### config.mk
export PLATFORM = sky130hd
export DESIGN_NAME = kpc_config_ports
export DESIGN_NICKNAME = d
export VERILOG_FILES = /design/src/kpc_config_ports.v
export VERILOG_INCLUDE_DIRS = /design/src /design/src/src
export SDC_FILE = /design/constraint.sdc
export NUM_CORES = 1
export LEC_CHECK = 0
export ABC_CLOCK_PERIOD_IN_PS = 4000
export BUFFER_PORTS_ARGS = -buffer_cell sky130_fd_sc_hd__buf_2
export CORE_ASPECT_RATIO = 2
export CORE_MARGIN = 2
export CORE_UTILIZATION = 45
export DETAILED_ROUTE_END_ITERATION = 7
export PLACE_DENSITY = 0.81
export SYNTH_ARGS = -nofsm -noshare
export SYNTH_HDL_FRONTEND = slang
export SYNTH_SLANG_ARGS = --single-unit
### constraint.sdc
create_clock -name i_clock -period 4 [get_ports i_clock]
set_input_delay 0.2 -clock i_clock [delete_from_list [all_inputs] [get_ports i_clock]]
set_output_delay 0.2 -clock i_clock [all_outputs]
set_load 0.02 [all_outputs]
### src/kpc_defs.vh
// Summary of operation
// - Configuration bit 0 at 0 turns the serial bus timeout on, at 1 turns it off.
// - Configuration bits 2:1 show who started the sounder: 00 idle, 01 serial write, 10 key, 11 alert.
// - With configuration bit 3 at 0 an enabled alert interrupt waits for key-scan interrupt timing, at 1 it fires at once.
// - With configuration bit 4 at 1 a falling alert edge raises an interrupt; at 0 the alert never interrupts.
// - With configuration bit 5 at 1 each falling alert edge sends the alarm-sound byte to the sounder.
// - With configuration bit 6 at 1 every debounced or autorepeated key sends the key-click byte to the sounder, unless an alarm-sound byte goes in the same cycle.
// - With configuration bit 7 at 0 scanning, sounder timing and interrupts stop, but alert reads and port writes work.
// - With configuration bit 7 at 1 key scanning runs and queued sounder commands are executed.
// - A 0 written to ports bits 2 to 6 pulls that open-drain output low, a 1 releases it.
// - Ports bit 7 controls its open-drain output the same way.
// - Ports bit 1 is taken only while the key-scan interrupt field is 00000, otherwise the write is ignored.
// - Ports bit 0 reads the present alert input level and ignores writes.
`ifndef KPC_DEFS_VH
`define KPC_DEFS_VH

// register offsets
`define KPC_ADDR_CONFIG      8'h04
`define KPC_ADDR_PORTS       8'h05

// reset values
`define KPC_CONFIG_RESET     8'h01
`define KPC_PORTS_RESET      8'hFE

// configuration fields
`define KPC_CFG_TIMEOUT_OFF  0
`define KPC_CFG_SND_LO       1
`define KPC_CFG_SND_HI       2
`define KPC_CFG_ALERT_NOW    3
`define KPC_CFG_ALERT_INT    4
`define KPC_CFG_ALERT_SND    5
`define KPC_CFG_KEY_SND      6
`define KPC_CFG_RUN          7

// writable configuration bits (status bits 2:1 are read-only)
`define KPC_CFG_WR_MASK      8'hF9

// ports fields
`define KPC_PORT_ALERT       0
`define KPC_PORT_INT         1

// sounder source codes
`define KPC_SND_IDLE         2'h0
`define KPC_SND_SERIAL       2'h1
`define KPC_SND_KEY          2'h2
`define KPC_SND_ALERT        2'h3

`endif

### src/kpc_config_ports.v
`timescale 1ns/1ps
`default_nettype none
`include "kpc_defs.vh"

module kpc_config_ports
(
    input  wire       i_clock,
    input  wire       i_srst,
    input  wire       i_wr_stb,
    input  wire       i_rd_stb,
    input  wire [7:0] i_addr,
    input  wire [7:0] i_wdata,
    input  wire       i_alert,
    input  wire       i_key_event,
    input  wire       i_key_int_tick,
    input  wire [4:0] i_key_int_sel,
    input  wire       i_alert_int_clr,
    input  wire       i_serial_snd,
    input  wire       i_snd_done,
    input  wire [7:0] i_key_sound,
    input  wire [7:0] i_alarm_sound,
    output reg  [7:0] o_rdata,
    output reg        o_rvalid,
    output reg        o_timeout_en,
    output reg        o_run,
    output reg        o_alert_int,
    output reg  [7:0] o_snd_cmd,
    output reg        o_snd_valid,
    output reg  [7:1] o_port_out,
    output reg  [7:1] o_port_oe_n
);

    // full-width copy of the ports reset value so bits 7..1 can be picked out
    localparam [7:0] PORTS_RESET = `KPC_PORTS_RESET;

    reg  [7:0] config_reg;
    reg  [7:0] config_next;
    reg  [7:1] ports_reg;
    reg  [7:1] ports_next;
    reg  [1:0] snd_src_reg;
    reg  [1:0] snd_src_next;
    reg        alert_meta_reg;
    reg        alert_sync_reg;
    reg        alert_prev_reg;
    reg        alert_pend_reg;
    reg        alert_pend_next;
    reg        alert_int_next;
    reg  [7:0] snd_cmd_next;
    reg        snd_valid_next;
    reg  [7:0] rdata_next;

    wire       cfg_wr;
    wire       ports_wr;
    wire       alert_fall;
    wire       running;

    assign cfg_wr     = i_wr_stb && (i_addr == `KPC_ADDR_CONFIG);
    assign ports_wr   = i_wr_stb && (i_addr == `KPC_ADDR_PORTS);
    assign alert_fall = alert_prev_reg && !alert_sync_reg;
    assign running    = config_reg[`KPC_CFG_RUN];

    // alert pin synchroniser and edge history
    always @(posedge i_clock)
    begin
        if (i_srst)
        begin
            alert_meta_reg <= 1'b1;
            alert_sync_reg <= 1'b1;
            alert_prev_reg <= 1'b1;
        end
        else
        begin
            alert_meta_reg <= i_alert;
            alert_sync_reg <= alert_meta_reg;
            alert_prev_reg <= alert_sync_reg;
        end
    end

    // configuration register: writable control bits plus sounder status
    always @*
    begin
        config_next = config_reg;
        if (cfg_wr)
        begin
            config_next = (i_wdata & `KPC_CFG_WR_MASK) | (config_reg & ~`KPC_CFG_WR_MASK);
        end
        config_next[`KPC_CFG_SND_HI:`KPC_CFG_SND_LO] = snd_src_next;
    end

    // ports register: bits 7..2 always, bit 1 only with key-scan interrupt off
    always @*
    begin
        ports_next = ports_reg;
        if (ports_wr)
        begin
            ports_next[7:2] = i_wdata[7:2];
            if (i_key_int_sel == 5'h00)
            begin
                ports_next[`KPC_PORT_INT] = i_wdata[`KPC_PORT_INT];
            end
        end
    end

    // sounder forwarding: alert sound wins over key click in the same cycle
    always @*
    begin
        snd_cmd_next   = o_snd_cmd;
        snd_valid_next = 1'b0;
        if (alert_fall && config_reg[`KPC_CFG_ALERT_SND])
        begin
            snd_cmd_next   = i_alarm_sound;
            snd_valid_next = 1'b1;
        end
        else if (i_key_event && config_reg[`KPC_CFG_KEY_SND])
        begin
            snd_cmd_next   = i_key_sound;
            snd_valid_next = 1'b1;
        end
    end

    // sounder source tracking; a new start wins over a completion
    always @*
    begin
        snd_src_next = snd_src_reg;
        if (i_snd_done)
        begin
            snd_src_next = `KPC_SND_IDLE;
        end
        if (alert_fall && config_reg[`KPC_CFG_ALERT_SND])
        begin
            snd_src_next = `KPC_SND_ALERT;
        end
        else if (i_key_event && config_reg[`KPC_CFG_KEY_SND])
        begin
            snd_src_next = `KPC_SND_KEY;
        end
        else if (i_serial_snd)
        begin
            snd_src_next = `KPC_SND_SERIAL;
        end
    end

    // alert interrupt: pend on edge, release now or at the key-scan tick
    always @*
    begin
        alert_pend_next = alert_pend_reg;
        alert_int_next  = o_alert_int;
        if (i_alert_int_clr)
        begin
            alert_int_next = 1'b0;
        end
        if (alert_fall && config_reg[`KPC_CFG_ALERT_INT] && running)
        begin
            alert_pend_next = 1'b1;
        end
        if (alert_pend_next && (config_reg[`KPC_CFG_ALERT_NOW] || i_key_int_tick))
        begin
            alert_int_next  = 1'b1;
            alert_pend_next = 1'b0;
        end
        if (!running)
        begin
            alert_int_next  = 1'b0;
            alert_pend_next = 1'b0;
        end
    end

    // read data mux; unmapped addresses read as zero
    always @*
    begin
        if (i_addr == `KPC_ADDR_CONFIG)
        begin
            rdata_next = config_reg;
        end
        else if (i_addr == `KPC_ADDR_PORTS)
        begin
            rdata_next = {ports_reg, alert_sync_reg};
        end
        else
        begin
            rdata_next = 8'h00;
        end
    end

    // state registers
    always @(posedge i_clock)
    begin
        if (i_srst)
        begin
            config_reg     <= `KPC_CONFIG_RESET;
            ports_reg      <= PORTS_RESET[7:1];
            snd_src_reg    <= `KPC_SND_IDLE;
            alert_pend_reg <= 1'b0;
        end
        else
        begin
            config_reg     <= config_next;
            ports_reg      <= ports_next;
            snd_src_reg    <= snd_src_next;
            alert_pend_reg <= alert_pend_next;
        end
    end

    // registered outputs
    always @(posedge i_clock)
    begin
        if (i_srst)
        begin
            o_rdata      <= 8'h00;
            o_rvalid     <= 1'b0;
            o_timeout_en <= 1'b0;
            o_run        <= 1'b0;
            o_alert_int  <= 1'b0;
            o_snd_cmd    <= 8'h00;
            o_snd_valid  <= 1'b0;
            o_port_out   <= 7'h00;
            o_port_oe_n  <= 7'h7F;
        end
        else
        begin
            o_rdata      <= i_rd_stb ? rdata_next : o_rdata;
            o_rvalid     <= i_rd_stb;
            o_timeout_en <= ~config_next[`KPC_CFG_TIMEOUT_OFF];
            o_run        <= config_next[`KPC_CFG_RUN];
            o_alert_int  <= alert_int_next;
            o_snd_cmd    <= snd_cmd_next;
            o_snd_valid  <= snd_valid_next;
            o_port_out   <= 7'h00; // open drain only ever pulls low
            o_port_oe_n  <= ports_next;
        end
    end

endmodule
`default_nettype wire

==> results of run 1 <==
## area by class of cell
| class | count | area, um^2 |
|---|---|---|
| repair buffers | 74 | 370.4 |
| well taps | 49 | 61.31 |
| clock inverters | 1 | 5.005 |
| clock buffers | 7 | 76.32 |
| flip-flops and latches | 39 | 780.7 |
| multi-input cells | 133 | 784.5 |
| inverters | 3 | 11.26 |
| fillers | 351 | 1479 |
## synthesized netlist by cell type
cell type / n / area, um^2
a21oi_1: 16 / 80.08
a311oi_1: 8 / 70.07
a31oi_1: 2 / 12.51
and2_1: 1 / 6.260
buf_2: 2 / 10.01
buf_4: 7 / 52.55
clkbuf_1: 9 / 33.78
conb_1: 1 / 3.750
dfxtp_1: 39 / 780.8
inv_1: 3 / 11.26
mux2_2: 8 / 90.09
mux2i_1: 5 / 50.05
nand2_1: 14 / 52.55
nand2b_1: 1 / 6.260
nand3_1: 9 / 45.04
nor2_1: 28 / 105.1
nor2b_1: 12 / 75.07
nor3_1: 7 / 35.03
nor3_4: 1 / 16.27
nor4_1: 1 / 6.260
nor4_2: 1 / 12.51
o211ai_1: 1 / 7.510
o21ai_0: 2 / 10.01
o22ai_1: 1 / 6.260
o41ai_2: 1 / 16.27
or2_2: 3 / 18.77
or3_1: 2 / 12.51
or4b_1: 1 / 10.01
or4b_4: 1 / 13.76
## power by group through the flow
stage	registers [mW]	logic, mW	clock network (mW)
floorplan	0.402	0.0308	0
global placement	0.401	0.0548	0
detailed placement	0.401	0.0554	0
CTS	0.392	0.0556	0.258
global route	0.392	0.0609	0.276
finish	0.392	0.0555	0.253
## stage by stage
| step | power [mW] | cell area, um^2 | setup WS [ns] |
|---|---|---|---|
| detailed placement | 0.4563 | 2008 | 1.933 |
| finish | 0.7000 | 2090 | 2.229 |
| global route | 0.7286 | 2090 | 2.196 |
| global placement | 0.4556 | 2008 | 1.979 |
| floorplan | 0.4324 | 1673 | 2.263 |
| CTS | 0.7054 | 2090 | 2.229 |
## logic make-up (layout without fill, tap and decap cells)
group / Yosys count / count (layout) / synth area share
muxes: 13 / 13 / 0.08492
buffers and inverters: 21 / 85 / 0.06520
and+or+nand+nor: 82 / 82 / 0.2517
AOI/OAI and AO/OA: 31 / 31 / 0.1228
DFF: 39 / 39 / 0.4731
other: 1 / 7 / 0.002272
## path summary, 6_finish.rpt
check / cells after the start / end
setup reg to reg: 4 / o_snd_cmd[2]
hold reg to reg: 1 / alert_sync_reg
hold / removal: 2 / alert_pend_reg
setup / recovery: 5 / o_port_oe_n[1]
## worst max-delay path, delay by kind of cell
family	cells	cell delay (ns)
AOI/OAI and AO/OA	2	0.47
and+or+nand+nor	2	1.15
buffers and inverters	1	0.10
## metal layers
layer | up-vias | track usage
met5 | - | 0
met4 | 0 | 0.09091
met3 | 8 | 0.04800
met2 | 54 | 0.3574
met1 | 689 | 0.1940
li1 | 768 | -
==> summary.md, run 1 <==
| Metric | Value |
|---|---|
| Flop-to-flop setup slack | `around 2.7 ns` |
| Avg Cell Area, Syn | `between 8 and 9 um^2` |
| Die footprint | `around 4200 um^2` |
| CTS sink cnt | `39` |
| Vias per cell | `4.964` |
| Chip Height | `~90 um` |
| Worst Path Class, Setup | `input pin to flop` |
| P_sw | `0.1621 mW` |
| CTS root buf | `clkbuf_8` |
| Port bufs | `between 70 and 80` |
| Routed WL | `slightly below 4 mm` |
| Synth warn | `0` |
| Post-route ant nets | `0` |
| Inst Count DP | `approximately 300` |
| Setup TNS | `0 ns` |
| Post_cts resized | `0` |
| Crit path DAT | `1.93 ns` |
| 1st-pass router iterations | `4` |
| H-tree depth | `2` |
| Net Sw Frac | `0.2316` |
| Crit path from | `i_addr[5]` |
| Wl on met1 | `approximately 1.4 mm` |
| P_int | `roughly 0.54 mW` |
| Core footprint | `approximately 3600 um^2` |
| DRT iter0 DRCs | `43` |
| Hpwl dp | `between 2 and 3 mm` |
| Final Skew | `~0.0050 ns` |
| RSZ-0062 raised after global routing | `false` |
| Commonest cells after routing, fill and taps aside | `buf_2 (74), dfxtp_1 (39), nor2_1 (28)` |
| Vias post-DR | `roughly 1500` |
| Slew headroom | `0.5063` |
| Hold Crit Class | `input pin to flop` |
| Slowest cell delay on critical path | `just under 0.6 ns` |
| Clock Latency Late Sink | `0.29 ns` |
| Die W | `~47 um` |
| Clock transition at the registers of the reported paths | `roughly 0.070 ns` |
| Combinational share of power | `0.079` |
| Overflow after GRT | `0` |
| Max-slew violation count | `0` |
| Met2 wire len | `between 2 and 2.5 mm` |
| Initial core utilization | `0.4625` |
| Least-Margin Pin Slew | `around 0.73 ns` |
| CP cell instances | `buf_2 -> or4b_4 -> or3_1 -> o41ai_2 -> o211ai_1` |
| Remaining DRCs | `0` |
| Global-route wire length before repair | `approximately 5.8 mm` |
| Leakage power | `roughly 0.90 nW` |
| Ports | `82` |
| Share of layout cells above drive strength 1 | `0.3696` |
| Final core utilization | `0.5856` |
| Final Hold Fails | `0` |
| CTS tree | `done` |
| Fin Hold WS | `roughly 0.076 ns` |
| Yosys reg bits | `39` |
| Pwr Density | `335.0 nW/um^2` |
| Metal3 WL | `232 um` |
| Postcts setup bufs | `0` |
| CP Capture Type | `flop` |
| Status | `finished, final reports clean` |
| Sequential share of power | `0.560` |
| Seq/Total Area, Yosys | `0.4731` |
| Vias in the first global route | `~1300` |
| CTS Hold Bufs | `0` |
| Initial antenna violation count | `0` |
| R2r startpoint | `alert_prev_reg` |
| CP Launch Type | `input pin` |
| Regs by FF count | `o_rdata (8), o_snd_cmd (8)` |
| Non-filler cells, final | `about 310` |
| Diodes inserted | `0` |
| Crit path max fanout | `14` |
| Count of cell types in the netlist | `29` |
| Post-Synthesis Cells | `roughly 190` |
| Peak VDD IR | `between 0.0002 and 0.00025 V` |
| Commonest non-fill, non-tap cell in the layout | `buf_2` |
| Synthesis-to-layout area growth | `26.61%` |
| Mapped Area | `about 1700 um^2` |
| CP required | `4.16 ns` |
| Highest metal layer with signal wires | `met4` |
| Nets | `around 300` |
| FMAX | `between 0.5 and 0.6 GHz` |
| Longest Clk Path Bufs | `2` |
| Global-route usage over all layers | `0.1955` |
| Global placement routability congestion | `~0.75` |
| Pin count of the biggest net entering global routing | `41` |
| Worst Hold Launch | `i_key_int_tick` |
| Wirelength per Cell | `~13 um` |
| Num CTS Buffers | `5` |
| Max-cap violations | `0` |
| Period utilisation layout | `0.4428` |
| Clock Power Share | `0.361` |
| FP Rows | `31` |
| # setup viols final | `0` |
| Slowest cell on crit path | `or3_1` |
| Minimum clock period after layout | `approximately 1.8 ns` |
Note: power is estimated with default switching activity, not from simulation.
==> inputs of run 2 (changes only) <==
- ABC_CLOCK_PERIOD_IN_PS: 4000 -> 1440
- CORE_UTILIZATION: 45 -> 41
- PLACE_DENSITY: 0.81 -> 0.78
- clock period: 4 -> 1.44 ns (I/O delays scaled with it)
==> summary.md, run 2 (synthesis results as in run 1) <==
| Metric | Value |
|---|---|
| RSZ-0062 raised after global routing | `false (unchanged)` |
| Nets | `317 (was 303)` |
| Minimum clock period after layout | `between 1 and 1.5 ns` |
| Vias in the first global route | `1548 (was 1319)` |
| Hold Crit Class | `input pin to flop (unchanged)` |
| Commonest cells after routing, fill and taps aside | `buf_2 (74), dfxtp_1 (39), nor2_1 (28) (unchanged)` |
| Global-route wire length before repair | `7.079 mm (was 5.823 mm)` |
| FMAX | `~0.75 GHz` |
| CP Launch Type | `input pin (unchanged)` |
| Leakage power | `0.9921 nW (was 0.8988 nW)` |
| P_int | `1.605 mW (was 0.5379 mW)` |
| Sequential share of power | `0.522 (was 0.560)` |
| Post-route cell area | `2257 um^2 (was 2090 um^2)` |
| Dpl cell area | `2113 um^2 (was 2008 um^2)` |
| Fin worst setup slack | `0.1004 ns (was 2.229 ns)` |
| Pin count of the biggest net entering global routing | `20 (was 41)` |
| Global-route usage over all layers | `0.2053 (was 0.1955)` |
| Num CTS Buffers | `5 (unchanged)` |
| Status | `finished, final reports clean (unchanged)` |
| Clock transition at the registers of the reported paths | `0.08 ns (was 0.07 ns)` |
| Initial antenna violation count | `0 (unchanged)` |
| Remaining DRCs | `0 (unchanged)` |
| Pwr Density | `923.3 nW/um^2 (was 335.0 nW/um^2)` |
| Place WS | `-0.2335 ns (was 1.933 ns)` |
| Clock Power Share | `0.392 (was 0.361)` |
| Slowest cell on crit path | `or4b_4 (was or3_1)` |
| CTS root buf | `clkbuf_8 (unchanged)` |
| Max-slew violation count | `0 (unchanged)` |
| Chip Height | `93.73 um (was 89.64 um)` |
| CP required | `1.68 ns (was 4.16 ns)` |
| Peak VDD IR | `0.0006718 V (was 0.0002243 V)` |
| Worst Path Class, Setup | `input pin to flop (unchanged)` |
| Fill count | `380 (was 351)` |
| Hpwl dp | `3.371 mm (was 2.838 mm)` |
| Global placement routability congestion | `0.7989 (was 0.7459)` |
| Combinational share of power | `0.086 (was 0.079)` |
| 1st-pass router iterations | `4 (unchanged)` |
| Final Hold Fails | `0 (unchanged)` |
| CTS tree | `done (unchanged)` |
| Die footprint | `4579 um^2 (was 4197 um^2)` |
| Routed WL | `4.367 mm (was 3.847 mm)` |
| H-tree depth | `2 (unchanged)` |
| Diodes inserted | `0 (unchanged)` |
| Crit path max fanout | `7 (was 14)` |
| Initial core utilization | `0.4294 (was 0.4625)` |
| Post-route ant nets | `0 (unchanged)` |
| Vias post-DR | `1578 (was 1519)` |
| Slowest cell delay on critical path | `0.53 ns (was 0.59 ns)` |
| Setup TNS | `0 ns (unchanged)` |
| CTS sink cnt | `39 (unchanged)` |
| Clock Latency Late Sink | `0.29 ns (about the same)` |
| Die W | `48.86 um (was 46.82 um)` |
| Longest Clk Path Bufs | `2 (unchanged)` |
| Overflow after GRT | `0 (unchanged)` |
| DRT iter0 DRCs | `18 (was 43)` |
| Final Skew | `0.01114 ns (was 0.004971 ns)` |
| Max-cap violations | `0 (unchanged)` |
| FP Rows | `32 (was 31)` |
| Wirelength per Cell | `13.56 um (was 12.57 um)` |
| Vias per cell | `4.901 (was 4.964)` |
| Footprint of the multi-input gates | `804.5 um^2 (was 784.5 um^2)` |
| Ports | `82 (unchanged)` |
| Final core utilization | `0.5872 (was 0.5856)` |
| Synthesis-to-layout area growth | `36.77% (was 26.61%)` |
| Commonest non-fill, non-tap cell in the layout | `buf_2 (unchanged)` |
| Crit path DAT | `1.58 ns (was 1.93 ns)` |
| Share of layout cells above drive strength 1 | `0.4096 (was 0.3696)` |
| Period utilisation layout | `0.9303` |
| CP cell instances | `buf_2 -> or4b_4 -> buf_4 -> nor3_4 -> buf_12 -> mux2i_1 -> and2_1 (was buf_2 -> or4b_4 -> or3_1 -> o41ai_2 -> o211ai_1)` |
| Postcts setup bufs | `0 (unchanged)` |
| Port bufs | `74 (unchanged)` |
| Regs by FF count | `o_rdata (8), o_snd_cmd (8) (unchanged)` |
| CP Capture Type | `flop (unchanged)` |
| Total Power | `2.084 mW (was 0.7000 mW)` |
| # setup viols final | `0 (unchanged)` |
| Net Sw Frac | `0.2299 (was 0.2316)` |
| Register area | `780.7 um^2 (unchanged)` |
| P_sw | `0.4791 mW (was 0.1621 mW)` |
| Core footprint | `3844 um^2 (was 3568 um^2)` |
==> run 2: critical path, delay by kind of cell <==
family,cells,cell delay (ns)
buffers and inverters,3,0.41
multiplexers,1,0.23
AND/OR/NAND/NOR,3,0.87
==> run 2: path summary, 6_finish.rpt <==
| check | startpoint | endpoint | slack, ns | cells after the start |
|---|---|---|---|---|
| setup reg to reg | alert_prev_reg | o_snd_cmd[4] | 0.32 | 5 |
| hold reg to reg | alert_meta_reg | alert_sync_reg | 0.41 | 1 |
| hold / removal | i_wdata[2] | o_port_oe_n[2] | 0.03 | 3 |
| setup / recovery | i_addr[5] | o_timeout_en | 0.10 | 7 |
==> run 2: through the flow <==
step,hold slack (ns),instances
after floorplan,0.1507,193
after global placement,0.2573,312
after detailed placement,0.2576,312
after CTS,0.03151,322
after global routing,0.04798,322
final,0.03482,322
==> run 2: metal layers <==
metal,wire (um),track usage,up-vias,part of all wire
met4,173,0.1262,0,0.040
met5,0,0,-,0
met3,229,0.04299,14,0.052
met2,2463,0.3916,56,0.56
met1,1501,0.1932,714,0.34
li1,-,-,794,-
==> run 2: cell type report <==
| cell class | instances | share of cell area |
|---|---|---|
| multi-input combinational | 133 | 0.3564 |
| tap | 51 | 0.02827 |
| clock inverter | 1 | 0.003326 |
| timing repair buffer | 88 | 0.2184 |
| sequential | 39 | 0.3459 |
| inverter | 3 | 0.004989 |
| clock buffer | 7 | 0.04268 |
==> run 2: power groups by stage <==
stage	logic (mW)	registers (mW)	clock network, mW
final	0.180	1.09	0.816
after CTS	0.177	1.09	0.839
after detailed placement	0.173	1.11	0
after floorplan	0.0856	1.12	0
after global placement	0.171	1.11	0
after global routing	0.195	1.09	0.868
==> run 2: repair_timing <==
action / 4_1_cts / 5_1_grt
hold buffers: 2 / 0
endpoints found under the setup margin: 0 / 4
resized for setup: 0 / 3
endpoints found under the hold margin: 2 / 0
==> inputs of run 3 (changes only) <==
- ABC_CLOCK_PERIOD_IN_PS: 1440 -> 1500
- CORE_UTILIZATION: 41 -> 45
- PLACE_DENSITY: 0.78 -> 0.81
- SETUP_SLACK_MARGIN: default -> 0.3
- clock period: 1.44 -> 1.5 ns (I/O delays scaled with it)
==> summary.md, run 3 (synthesis results as in run 1) <==
| Metric | Value |
|---|---|
| 1st-pass router iterations | `4 (unchanged)` |
| Overflow after GRT | `0 (unchanged)` |
| Combinational share of power | `0.096 (was 0.086)` |
| R2r startpoint | `alert_prev_reg (unchanged)` |
| CP cell instances | `buf_6 -> or4b_4 -> buf_6 -> nor3_4 -> buf_12 -> mux2i_1 -> and2_1 (was buf_2 -> or4b_4 -> buf_4 -> nor3_4 -> buf_12 -> mux2i_1 -> and2_1)` |
| Status | `finished, final reports clean (unchanged)` |
| Initial core utilization | `0.4625 (was 0.4294)` |
| DRT iter0 DRCs | `38 (was 18)` |
| FP Rows | `31 (was 32)` |
| Inst Count DP | `311 (was 312)` |
| Diodes inserted | `0 (unchanged)` |
| Hold Crit Class | `input pin to flop (unchanged)` |
| Max-slew violation count | `0 (unchanged)` |
| Synthesis-to-layout area growth | `42.15% (was 36.77%)` |
| # setup viols final | `0 (unchanged)` |
| Routed WL | `4.359 mm (was 4.367 mm)` |
| Net Sw Frac | `0.2457 (was 0.2299)` |
| CTS root buf | `clkbuf_8 (unchanged)` |
| Period utilisation layout | `0.8536` |
| Cell mode on critical path | `buf_6` |
| Non-filler cells, final | `322 (unchanged)` |
| Die footprint | `4197 um^2 (was 4579 um^2)` |
| CP Capture Type | `flop (unchanged)` |
| Fin Hold WS | `0.002299 ns (was 0.03482 ns)` |
| Num CTS Buffers | `5 (unchanged)` |
| Share of layout cells above drive strength 1 | `0.4505 (was 0.4096)` |
| Worst path top cell family by delay | `simple AND/OR/NAND/NOR gates (unchanged)` |
| H-tree depth | `2 (unchanged)` |
| Vias post-DR | `1626 (was 1578)` |
| Minimum clock period after layout | `approximately 1.3 ns` |
| Pwr Density | `821.5 nW/um^2 (was 923.3 nW/um^2)` |
| CP required | `1.74 ns (was 1.68 ns)` |
| Pin count of the biggest net entering global routing | `22 (was 20)` |
| Chip Height | `89.64 um (was 93.73 um)` |
| Regs by FF count | `o_rdata (8), o_snd_cmd (8) (unchanged)` |
| Die W | `46.82 um (was 48.86 um)` |
| Worst Hold Launch | `i_wdata[0] (was i_wdata[2])` |
| Global placement routability congestion | `0.8244 (was 0.7989)` |
| Core footprint | `3568 um^2 (was 3844 um^2)` |
| P_sw | `0.4736 mW (was 0.4791 mW)` |
| Crit path from | `i_addr[3] (was i_addr[5])` |
| Crit path max fanout | `6 (was 7)` |
| Wirelength per Cell | `13.54 um (was 13.56 um)` |
| P_int | `1.454 mW (was 1.605 mW)` |
| Fill count | `309 (was 380)` |
| Post-route ant nets | `0 (unchanged)` |
| Commonest cells after routing, fill and taps aside | `buf_2 (72), dfxtp_1 (39), nor2_1 (28) (was buf_2 (74), dfxtp_1 (39), nor2_1 (28))` |
| Final Skew | `0.01363 ns (was 0.01114 ns)` |
| Max-cap violations | `0 (unchanged)` |
| Clock transition at the registers of the reported paths | `0.08 ns (about the same)` |
| Vias in the first global route | `1564 (was 1548)` |
| Worst Path Class, Setup | `input pin to flop (unchanged)` |
| Vias per cell | `5.050 (was 4.901)` |
| Clock Power Share | `0.362 (was 0.392)` |
| Buf/Inv on CP | `3 (unchanged)` |
| Initial antenna violation count | `0 (unchanged)` |
| Ports | `82 (unchanged)` |
| Critical path depth | `7 (unchanged)` |
| CTS tree | `done (unchanged)` |
| CTS sink cnt | `39 (unchanged)` |
| Slowest cell on crit path | `or4b_4 (unchanged)` |
| RSZ-0062 raised after global routing | `true (was false)` |
| Global-route wire length before repair | `6.699 mm (was 7.079 mm)` |
| Worst Hold Depth | `3 (unchanged)` |
| Worst reg2reg path depth | `5 (unchanged)` |
| FMAX | `a little under 0.8 GHz` |
| Slowest cell delay on critical path | `0.54 ns (was 0.53 ns)` |
| Crit path DAT | `1.53 ns (was 1.58 ns)` |
| Port bufs | `74 (unchanged)` |
| Leakage power | `1.013 nW (was 0.9921 nW)` |
| Nets | `319 (was 317)` |
| Hpwl dp | `3.250 mm (was 3.371 mm)` |
| Clock Latency Late Sink | `0.30 ns (was 0.29 ns)` |
| Remaining DRCs | `0 (unchanged)` |
| Global-route usage over all layers | `0.2232 (was 0.2053)` |
| Commonest non-fill, non-tap cell in the layout | `buf_2 (unchanged)` |
| Sequential share of power | `0.542 (was 0.522)` |
| Peak VDD IR | `0.0005697 V (was 0.0006718 V)` |
| CP Launch Type | `input pin (unchanged)` |
| Longest Clk Path Bufs | `2 (unchanged)` |
| Final Hold Fails | `0 (unchanged)` |
-- run 3: cell count changes in the layout (fill, tap and decap cells not counted), sizes merged --
cell    change
clkbuf      -1
buf         +2
clkinv      +1
-- run 3: repair_timing --
| item | CTS | global route |
|---|---|---|
| pin swaps | 8 | 2 |
| endpoints found under the hold margin | 2 | 0 |
| hold buffers | 2 | 0 |
| gates resized for setup | 11 | 14 |
| buffers inserted | 1 | 0 |
| gates cloned | 0 | 0 |
| setup endpoints to repair | 13 | 23 |
-- run 3: path summary, 6_finish.rpt --
kind	endpoint	slack [ns]
max	o_timeout_en	0.22
max reg2reg	o_snd_cmd[4]	0.40
min	flop	0.002
min reg2reg	alert_sync_reg	0.43
-- run 3: per-stage QoR --
stage | worst slack [ns] | TNS [ns] | total power, mW | util | cell area (um^2)
5_1_grt | 0.1867 | 0 | 2.012 | 0.6574 | 2346
3_5_place_dp | -0.1974 | -1.754 | 1.234 | 0.5936 | 2118
3_3_place_gp | -0.1420 | -1.406 | 1.231 | 0.5936 | 2118
4_1_cts | 0.2173 | 0 | 1.928 | 0.6399 | 2283
2_1_floorplan | -0.1070 | -0.2975 | 1.153 | - | 1673
6_report | 0.2196 | 0 | 1.927 | 0.6574 | 2346
-- run 3: worst reg2reg max path: cells and delay by family (launching register included) --
family | cells | cell delay (ns)
buf+inv | 1 | 0.18
flops | 1 | 0.30
compound gates | 1 | 0.24
simple gates | 3 | 0.30
-- run 3: cell type report --
class                   instances  area, um^2  share of cell area
clock inverters                 2       12.51            0.005333
inverters                       3       11.26            0.004800
repair buffers                 90       543.0              0.2315
well taps                      49       61.31             0.02613
flip-flops and latches         39       780.7              0.3328
multi-input cells             133       864.6              0.3685
clock buffers                   6       72.57             0.03093
-- run 3: layer usage --
layer	up-vias	routed length [um]	track usage
li1	797	-	-
met1	761	1594	0.2218
met2	56	2422	0.3960
met3	12	207	0.05400
met4	0	135	0.1288
met5	-	0	0
-- run 3: power by group through the flow --
| stage | Clock, mW | Combinational (mW) | Sequential [mW] |
|---|---|---|---|
| after floorplan | 0 | 0.0821 | 1.07 |
| after global placement | 0 | 0.163 | 1.07 |
| after detailed placement | 0 | 0.165 | 1.07 |
| after CTS | 0.707 | 0.177 | 1.04 |
| after global routing | 0.766 | 0.201 | 1.05 |
| final | 0.698 | 0.185 | 1.04 |
